<file path="config.mk">
export PLATFORM = sky130hd
export DESIGN_NAME = tcs_serial_ctrl
export DESIGN_NICKNAME = d
export VERILOG_FILES = /design/src/tcs_pkg.sv /design/src/tcs_sync.sv /design/src/tcs_serial_ctrl.sv
export VERILOG_INCLUDE_DIRS = /design/src /design/src/src
export SDC_FILE = /design/constraint.sdc
export NUM_CORES = 1
export LEC_CHECK = 0
export BUFFER_PORTS_ARGS = -buffer_cell sky130_fd_sc_hd__buf_2
export CORE_ASPECT_RATIO = 1.2
export CORE_MARGIN = 10
export CORE_UTILIZATION = 55
export DETAILED_ROUTE_END_ITERATION = 7
export PLACE_DENSITY_LB_ADDON = 0.2
export SYNTH_ARGS = -nofsm -noshare
export SYNTH_HDL_FRONTEND = slang
export SYNTH_HIERARCHICAL = 1
export SYNTH_SLANG_ARGS = --single-unit
</file>
<file path="constraint.sdc">
create_clock -name ref_clk -period 4.6 [get_ports ref_clk]
set_input_delay 0.23 -clock ref_clk [delete_from_list [all_inputs] [get_ports ref_clk]]
set_output_delay 0.23 -clock ref_clk [all_outputs]
set_load 0.005 [all_outputs]
</file>
<file path="src/tcs_map.svh">
// Constants for the tunable capacitor serial control port.
// Function
// - Sample data on each serial clock rise.
// - Words travel most significant bit first.
// - Enable fall applies shifted word as state.
// - No bit count; keep last eight bits.
// - Respond only to transfers framed by enable.
// - Bit five high means standby, low active.
// - Bits four to zero form capacitance state.
// - State zero minimum, all ones maximum capacitance.
// - New capacitance settles within twelve microseconds.
// - Standby to active reaches performance in seventy.
`ifndef TCS_MAP_SVH
`define TCS_MAP_SVH

// ======================================================================
// Control word layout
`define TCS_WORD_W 8
`define TCS_CAP_W 5
`define TCS_STANDBY_BIT 5
`define TCS_CAP_MSB 4
`define TCS_CAP_LSB 0
`define TCS_WORD_RESET 8'h00

// ======================================================================
// Timing
`define TCS_REF_MHZ 50
`define TCS_SETTLE_US 12
`define TCS_WAKE_US 70
`define TCS_SETTLE_CYC (`TCS_SETTLE_US * `TCS_REF_MHZ)
`define TCS_WAKE_CYC (`TCS_WAKE_US * `TCS_REF_MHZ)
`define TCS_CNT_W 12

`endif

</file>
<file path="src/tcs_pkg.sv">
// Types shared by the tunable capacitor serial control port.
package tcs_pkg;

    // ==================================================================
    // Control word as received, most significant field first.
    typedef struct packed {
        logic [1:0] reserved;
        logic standby;
        logic [4:0] cap_state;
    } tcs_word_s;

    // ==================================================================
    // Settling tracker states.
    typedef enum logic [1:0] {
        TCS_SETTLED = 2'b00,
        TCS_SETTLE = 2'b01,
        TCS_WAKE = 2'b10
    } tcs_track_e;

endpackage

</file>
<file path="src/tcs_sync.sv">
// Two-flop synchroniser for a group of pin inputs.
`timescale 1ns/1ps
module tcs_sync #(
    parameter int WIDTH = 3
) (
    // Clock and reset.
    input wire logic ref_clk,
    input wire logic rst_b,
    // Asynchronous inputs and their synchronised copies.
    input wire logic [WIDTH-1:0] async_in,
    output logic [WIDTH-1:0] sync_out
);

    logic [WIDTH-1:0] meta_r;
    logic [WIDTH-1:0] sync_r;

    // Refuse a group with no members.
    generate
        if (WIDTH < 1) begin : g_bad_width
            $error("tcs_sync needs at least one bit");
        end
    endgenerate

    // The first stage feeds only the second stage.
    always_ff @(posedge ref_clk or negedge rst_b) begin
        if (!rst_b) begin
            meta_r <= '0;
            sync_r <= '0;
        end else begin
            meta_r <= async_in;
            sync_r <= meta_r;
        end
    end

    assign sync_out = sync_r;

endmodule

</file>
<file path="src/tcs_serial_ctrl.sv">
// Write-only three-wire serial control port of a tunable capacitor.
`timescale 1ns/1ps
`include "tcs_map.svh"
module tcs_serial_ctrl
    import tcs_pkg::*;
#(
    parameter int CNT_W = `TCS_CNT_W
) (
    // Clock and reset.
    input wire logic ref_clk,
    input wire logic rst_b,
    // Serial pins from the master.
    input wire logic serial_latch_enable,
    input wire logic serial_clock,
    input wire logic serial_data,
    // Applied control state.
    output logic [4:0] cap_state,
    output logic standby_select,
    output logic tuning_settled
);

    // ==================================================================
    // Parameter check
    localparam logic [CNT_W-1:0] SETTLE_LOAD = CNT_W'(`TCS_SETTLE_CYC - 1);
    localparam logic [CNT_W-1:0] WAKE_LOAD = CNT_W'(`TCS_WAKE_CYC - 1);
    localparam int SETTLE_MAX = `TCS_SETTLE_CYC + 1;

    generate
        if ((2 ** CNT_W) < `TCS_WAKE_CYC) begin : g_bad_cnt
            $error("CNT_W too narrow for the wake time");
        end
    endgenerate

    // ==================================================================
    // Pin synchronisation and edge detection
    logic [2:0] pins_s;
    logic en_s;
    logic clk_s;
    logic data_s;
    logic en_d_r;
    logic clk_d_r;
    logic en_d_nxt;
    logic clk_d_nxt;
    logic clk_rise;
    logic en_fall;

    tcs_sync #(
        .WIDTH(3)
    ) u_sync (
        .ref_clk(ref_clk),
        .rst_b(rst_b),
        .async_in({serial_latch_enable, serial_clock, serial_data}),
        .sync_out(pins_s)
    );

    assign en_s = pins_s[2];
    assign clk_s = pins_s[1];
    assign data_s = pins_s[0];

    // Previous pin levels for edge finding.
    always_comb begin
        en_d_nxt = en_s;
        clk_d_nxt = clk_s;
    end

    always_ff @(posedge ref_clk or negedge rst_b) begin
        if (!rst_b) begin
            en_d_r <= 1'b0;
            clk_d_r <= 1'b0;
        end else begin
            en_d_r <= en_d_nxt;
            clk_d_r <= clk_d_nxt;
        end
    end

    // Clock and data share one synchroniser delay, so data is sampled as at the pin.
    assign clk_rise = clk_s & ~clk_d_r;
    assign en_fall = ~en_s & en_d_r;

    // ==================================================================
    // Shift register and applied word
    logic [7:0] shift_r;
    logic [7:0] shift_nxt;
    tcs_word_s word_r;
    tcs_word_s word_nxt;

    // Shift only inside an enable frame, newest bit at the bottom.
    always_comb begin
        shift_nxt = shift_r;
        word_nxt = word_r;
        if (clk_rise && en_s) begin
            shift_nxt = {shift_r[6:0], data_s};
        end
        if (en_fall) begin
            word_nxt = tcs_word_s'(shift_r);
        end
    end

    always_ff @(posedge ref_clk or negedge rst_b) begin
        if (!rst_b) begin
            shift_r <= `TCS_WORD_RESET;
            word_r <= tcs_word_s'(`TCS_WORD_RESET);
        end else begin
            shift_r <= shift_nxt;
            word_r <= word_nxt;
        end
    end

    assign cap_state = word_r.cap_state;
    assign standby_select = word_r.standby;

    // ==================================================================
    // Settling tracker
    tcs_track_e state_r;
    tcs_track_e state_nxt;
    logic [CNT_W-1:0] cnt_r;
    logic [CNT_W-1:0] cnt_nxt;
    logic settled_r;
    logic settled_nxt;
    tcs_word_s new_word;
    logic waking;
    logic changing;
    logic retune;

    assign new_word = tcs_word_s'(shift_r);
    assign waking = word_r.standby & ~new_word.standby;
    assign changing = (new_word.cap_state != word_r.cap_state) |
        (new_word.standby != word_r.standby);

    // A new applied change restarts or lengthens a wait in progress, but a change that is not a wake leaves a running wake wait as it is.
    assign retune = en_fall & (changing | waking);

    // A wake from standby takes the longer wait; any other change the shorter, except during a wake wait, which keeps counting.
    always_comb begin
        state_nxt = state_r;
        cnt_nxt = cnt_r;
        unique case (state_r)
            TCS_SETTLED: begin
            end
            TCS_SETTLE, TCS_WAKE: begin
                if (cnt_r == '0) begin
                    state_nxt = TCS_SETTLED;
                end else begin
                    cnt_nxt = cnt_r - 1'b1;
                end
            end
        endcase
        if (en_fall && waking) begin
            state_nxt = TCS_WAKE;
            cnt_nxt = WAKE_LOAD;
        end else if (en_fall && changing && state_r != TCS_WAKE) begin
            state_nxt = TCS_SETTLE;
            cnt_nxt = SETTLE_LOAD;
        end
        settled_nxt = (state_nxt == TCS_SETTLED);
    end

    always_ff @(posedge ref_clk or negedge rst_b) begin
        if (!rst_b) begin
            state_r <= TCS_SETTLED;
            cnt_r <= '0;
            settled_r <= 1'b1;
        end else begin
            state_r <= state_nxt;
            cnt_r <= cnt_nxt;
            settled_r <= settled_nxt;
        end
    end

    assign tuning_settled = settled_r;

    // ==================================================================
    // Assertions
    a_shift_msb_first: assert property (@(posedge ref_clk) disable iff (!rst_b)
        (clk_rise && en_s) |=> (shift_r == {$past(shift_r[6:0]), $past(data_s)}))
        else $error("shift register did not take the sampled bit");

    a_no_shift_idle: assert property (@(posedge ref_clk) disable iff (!rst_b)
        (!en_s || !clk_rise) |=> $stable(shift_r))
        else $error("shift register moved outside a clock rise in frame");

    a_apply_on_fall: assert property (@(posedge ref_clk) disable iff (!rst_b)
        en_fall |=> (word_r == $past(shift_r)))
        else $error("word not applied on enable fall");

    a_hold_between: assert property (@(posedge ref_clk) disable iff (!rst_b)
        !en_fall |=> $stable(word_r))
        else $error("applied word changed without enable fall");

    a_standby_map: assert property (@(posedge ref_clk) disable iff (!rst_b)
        en_fall |=> (standby_select == $past(shift_r[`TCS_STANDBY_BIT])))
        else $error("standby output not from bit five");

    a_cap_map: assert property (@(posedge ref_clk) disable iff (!rst_b)
        en_fall |=> (cap_state == $past(shift_r[`TCS_CAP_MSB:`TCS_CAP_LSB])))
        else $error("capacitance state not from bits four to zero");

    a_settle_bound: assert property (@(posedge ref_clk) disable iff (!rst_b)
        (en_fall && changing && !waking && state_r == TCS_SETTLED)
        |=> !tuning_settled ##[1:SETTLE_MAX] (tuning_settled || retune))
        else $error("settling window wrong length");

    a_settle_start: assert property (@(posedge ref_clk) disable iff (!rst_b)
        (en_fall && changing && !waking && state_r != TCS_WAKE)
        |=> (state_r == TCS_SETTLE && cnt_r == SETTLE_LOAD && !tuning_settled))
        else $error("settle wait not started");

    a_settle_exit: assert property (@(posedge ref_clk) disable iff (!rst_b)
        (state_r == TCS_SETTLE && cnt_r == '0 && !en_fall) |=> tuning_settled)
        else $error("settle wait did not end");

    a_wake_exit: assert property (@(posedge ref_clk) disable iff (!rst_b)
        (state_r == TCS_WAKE && cnt_r == '0 && !en_fall) |=> tuning_settled)
        else $error("wake wait did not end");

    a_no_change_idle: assert property (@(posedge ref_clk) disable iff (!rst_b)
        (en_fall && !changing && state_r == TCS_SETTLED) |=> tuning_settled)
        else $error("unchanged word started a wait");

    a_wake_count: assert property (@(posedge ref_clk) disable iff (!rst_b)
        (en_fall && waking) |=> (state_r == TCS_WAKE && cnt_r == WAKE_LOAD && !tuning_settled))
        else $error("wake wait not started");

    a_last_eight: assert property (@(posedge ref_clk) disable iff (!rst_b)
        (clk_rise && en_s) |=> (shift_r[0] == $past(data_s) && shift_r[7:1] == $past(shift_r[6:0])))
        else $error("older bits not kept in order");

endmodule

</file>
Word-level counts from Yosys, hierarchy flattened
Cells that the tools add are included.
{ "word_totals": {"romBits": 0, "mem_count": 0, "word_cells": 41, "regBits": 35, "out_inout_bits": 7, "latchBits": 0, "ram_bits": 0} }
{ "op_classes": {"muxes": 8, "n_mul": 0, "shifts": 0, "n_eq_ne": 6, "n_addsub": 1, "bitwise": 7, "reduce_logical": 9, "div_mod_pow": 0, "order_cmp": 0} }
{ "ops": {"columns": ["cell", "count"], "rows": [
  ["2-to-1 mux 12 bit", 4],
  ["zero test 12 bit", 1],
  ["subtractor 12 x 1 -> 12 bit (second input constant)", 1],
  ["2-to-1 mux 2 bit", 4],
  ["!= test 5 bit", 1],
  ["logical AND 1 bit", 4],
  ["AND 1 bit", 3],
  ["!= test 3 x 1 -> 1 bit (second input constant)", 1],
  ["inverter 1 bit", 3],
  ["nonzero test 3 bit", 1],
  ["equality test 2 x 1 -> 1 bit (second input constant)", 1],
  ["equality test 2 bit (second input constant)", 1],
  ["zero test 2 bit", 1],
  ["!= test 2 bit (second input constant)", 1],
  ["AND reduction 2 bit", 1],
  ["OR reduction 2 bit", 1],
  ["!= test 1 bit", 1],
  ["bitwise OR 1 bit", 1]
]} }

Longest topological paths before layout
{ "logic_depth": {"word_depth": 7, "mapped_depth": 7, "mapped_depth_nobuf": 6} }

Cells and area by module
Netlist, hierarchy kept.
{ "by_module_without_submodules": {"columns": ["mod", "area_each_um2", "cells_per_inst", "instances", "seq_area_each_um2"], "rows": [
  ["tcs_serial_ctrl", 1480.2, 142, 1, 726.9],
  ["tcs_sync", 150.1, 6, 1, 150.1]
]} }

Least setup slack after synthesis
Ideal clock, no wire load.
{ "synth_timing": {"kind": "register to register", "startpoint": "register state_r[0]", "endpoint": "register cnt_r[4]", "setup_ns": 0.126, "t_arrival_ns": 1.690, "setup_slack_ns": 2.784, "path_stages_with_launch": 6, "n_path_buf": 0, "synth_period_minus_slack_ns": 1.816, "cell_sequence": "dfrtp_1 > inv_1 > ha_1 > nand2b_1 > or3_1 > a311o_1"} }
{ "synth_via": {"elab_chain_cells": 4, "elab_cells_between_ends": 10, "cone_classes": "4 x eq/ne; 2 x mux; 4 x reduce/logical"} }
{ "synth_rtl": {"columns": ["element", "line", "source"], "rows": [
  ["from (decl)", "tcs_serial_ctrl.sv:114", "tcs_track_e state_r;"],
  ["from (signal assigned)", "tcs_serial_ctrl.sv:164", "state_r <= state_nxt;"],
  ["equality test 2 x 1 -> 1 bit (tied with other cells)", "tcs_serial_ctrl.sv:137", "unique case (state_r)"],
  ["OR reduction 2 bit / logical AND 1 bit (equally long branches)", "tcs_serial_ctrl.sv:137, tcs_serial_ctrl.sv:151", null],
  ["nonzero test 3 bit (no source line) (tied with other cells)", null, null],
  ["AND reduction 2 bit (no source line) / 2-to-1 mux 12 bit (equally long branches)", null, null],
  ["to (signal assigned)", "tcs_serial_ctrl.sv:165", "cnt_r <= cnt_nxt;"],
  ["to (decl)", "tcs_serial_ctrl.sv:116", "logic [CNT_W-1:0] cnt_r;"]
]} }
Several ways; a longest one is shown, not always the timed one.
A chain may end at the register's enable or synchronous reset.

Final worst setup path
Same ends and word-level chain as after synthesis.

==> flow_metrics.tcl <==
set metrics [dict create \
    clock_latency_ps 330 \
    reg2reg_depth 5 \
    htreeDepth 2 \
    vias_per_cell 5.682 \
    routed_wl_um 2937 \
    cts_tree "done" \
    syn_area_um2 1630 \
    port_buffers 11 \
    cts.clk_slew.worst_paths_ps 100 \
    peakVddDrop_uv 329.8 \
    grt_first_pass_wirelength_um 5582 \
    yosysSeqAreaShare_pct 53.80 \
    drc 0 \
    synth-xor-area-share_pct 2.686 \
    finalNetCount 174 \
    yosys_warnings 6 \
    worstMarginPinSlew_ps 748.8 \
    grt_pass1_vias 1232 \
    synthAdderAreaFrac_pct 2.302 \
    tns_ps 0 \
    hp-class "reg -> reg" \
    cp_max_fo 8 \
    synthArstFlopShare_pct 100.0 \
    final-hold-violation-count 0 \
    die-area_um2 5551 \
    place_hpwl_um 2091 \
    synth_top_family_by_area "simple AND/OR/NAND/NOR gates" \
    synth_cells 148 \
    endpoint_kind "flip-flop" \
    synthMuxAreaShare_pct 5.986 \
    crit_chain "inv_1 > ha_1 > nand2b_1 > or3_1 > a311o_1" \
    grt_max_degree 36 \
    drtIter0Drc 97 \
    vias 1142 \
    antenna_found_initial 0 \
    cts.sinks 35 \
    worstPathArrival_ps 2200 \
    num_antenna_cells 0 \
    synthSimpleGateAreaFrac_pct 20.57 \
    powerDensity_nw_per_um2 569.7 \
    cpPeakStageDelay_ps 390 \
    ys.flop_type "dfrtp_1" \
    overflow 0 \
    initial_utilization_pct 57.99 \
    setup_viol 0 \
    post-route-period-util_pct 42.95 \
    dr.pass1.iters 5 \
    gp_congestion 0.7649 \
    cts_made_buffers 5 \
    multiInputGateArea_um2 716.9 \
    clock_skew_ps 8.894 \
    syn-num-nets 156 \
    die_h_um 79.64 \
    regArea_um2 877.1 \
    drive_gt1_share_pct 19.76 \
    detail-route-antenna-nets 0 \
    final_util_pct 64.71 \
    post_cts_resized 0 \
    synth_edf_count 0 \
    syn_avg_cell_area_um2 11.02 \
    drt-wirelength-per-cell_um 14.61 \
    crit_required_ps 4830 \
    cp_slowest_cell "or3_1" \
    p_leak_uw 0.0007953 \
    status "complete, no violations" \
    ys_ff_latch 35 \
    syn2layout_area_growth_pct 11.59 \
    min_period_ps 1976 \
    synth_compound_gate_area_share_pct 12.43 \
    drv_cap 0 \
    ios 12 \
    grt_use_total_pct 12.13 \
    critPathLaunchType "flip-flop" \
    rsz0062_at_grt "false" \
    worstSetupPathType "reg -> reg" \
    rows 21 \
    post_cts_buffers 0 \
    slew_headroom_pct 50.08 \
    ctsRootBufferMaster "clkbuf_4" \
    synth.distinct_cells 43 \
    hold-path-cell-count 0 \
    core_um2 2811 \
    fmax_ghz 0.5061 \
    fillerInstances 232 \
    die_x_um 69.70 \
    clockBufferDepth 2 \
    slew_viol_final 0 \
    postCtsHoldBufs 4 \
]
==> cell usage after synthesis (all sizes together) (2+ instances only) <==
library cell  count  area share, %
dfrtp            34             52
nand2            21            4.8
a21oi             9            3.0
mux2              6            4.1
o21ai             6            1.8
inv               5            1.2
nor2              5            1.2
nor3              5            2.1
xnor2             5            2.7
nor4              4            2.8
or3               4            1.5
ha                3            2.3
mux2i             3            1.8
nand2b            3            1.2
nand3b            3            1.4
o21a              3            1.4
a211o             2            1.1
a311o             2            1.2
buf               2           0.61
clkbuf            2           0.46
nor2b             2           0.77
nor3b             2           0.92
or2               2           0.77
or4               2            1.2
==> layout by cell type, fill, tap and decap left out, types with 2 or more instances in the layout <==
cell           Yosys  routed
dfrtp_1           34      34
nand2_1           21      21
buf_2              2      11
a21oi_1            8       8
mux2_2             6       6
inv_1              5       5
nor2_1             5       5
xnor2_1            5       5
clkbuf_4           0       5
o21ai_0            4       4
or3_1              4       4
dlygate4sd3_1      0       4
nand2b_1           3       3
nor3_1             3       3
o21a_1             3       3
nand3b_1           3       3
mux2i_1            3       3
ha_1               3       3
nor3_2             2       2
nor3b_1            2       2
nor2b_1            2       2
or2_2              2       2
a211o_1            2       2
o21ai_1            2       2
nor4_1             2       2
a311o_1            2       2
clkbuf_8           0       2
==> per-stage QoR <==
step	setup WS [ps]	instance area [um2]	cells	hold WS [ps]	total power (uW)
2_1_floorplan	2784	1630	148	-65.59	759.6
3_3_place_gp	2683	1710	189	331.5	840.4
3_5_place_dp	2649	1710	189	337.9	857.6
4_1_cts	2621	1819	201	360.8	1049
5_1_grt	2490	1819	201	367.5	1133
6_report	2624	1819	201	356.4	1036
==> routing by layer <==
metal  global-route usage (%)  part of all wire [%]  vias up
met2                    19.60                    49       15
met1                    14.09                    46      558
met5                        0                     0        -
met4                    5.929                   1.9        0
met3                    4.229                   3.5        5
li1                         -                     -      564
==> flip-flops by register name, indices dropped and copies added, names as in the netlist <==
register and cells:
u_sync/sync_out 3, new_word 6, en_d_r 1, cap_state 5, standby_select 1, clk_d_r 1
state_r 2, u_sync/meta_r 3, tuning_settled 1, cnt_r 12
==> area by class of cell <==
type / count / area share, %
Sequential cell: 35 / 48.21
Timing Repair Buffer: 15 / 5.227
Inverter: 5 / 1.032
Multi-Input combinational cell: 104 / 39.41
Tap cell: 34 / 2.338
Clock buffer: 8 / 3.783
==> power by group <==
group	leakage, uW	internal (uW)	total (uW)	switching (uW)
sequential	0.000419	405	510	105
clock	0.0000386	89.9	186	96.6
combinational	0.000338	173	340	167
total	0.000795	668	1040	369
==> worst max-delay path, delay by kind of cell, from the launching register on <==
| kind | cells | cell delay, ps |
|---|---|---|
| and+or+nand+nor | 2 | 710 |
| DFF | 1 | 380 |
| adders and majority gates | 1 | 370 |
| AOI/OAI and AO/OA | 1 | 360 |
| buffers and inverters | 1 | 60 |
==> logic make-up after synthesis <==
logic type                 count (synthesis)
buffers and inverters                      9
muxes                                      9
adders and majority gates                  3
and+or+nand+nor                           57
AOI/OAI and AO/OA                         30
xor gates and xnor gates                   5
DFF                                       35
==> worst paths after layout <==
path                             startpoint                  to  slack (ps)
max reg2reg                      state_r[0]            cnt_r[4]        2620
max                              state_r[0]            cnt_r[4]        2620
max in group asynchronous             rst_b         new_word[3]        3630
min                        u_sync/meta_r[1]  u_sync/sync_out[1]         360
min in group asynchronous             rst_b           cnt_r[11]         490
min reg2reg                u_sync/meta_r[1]  u_sync/sync_out[1]         360
No activity file was read; power rests on OpenSTA's default activity.
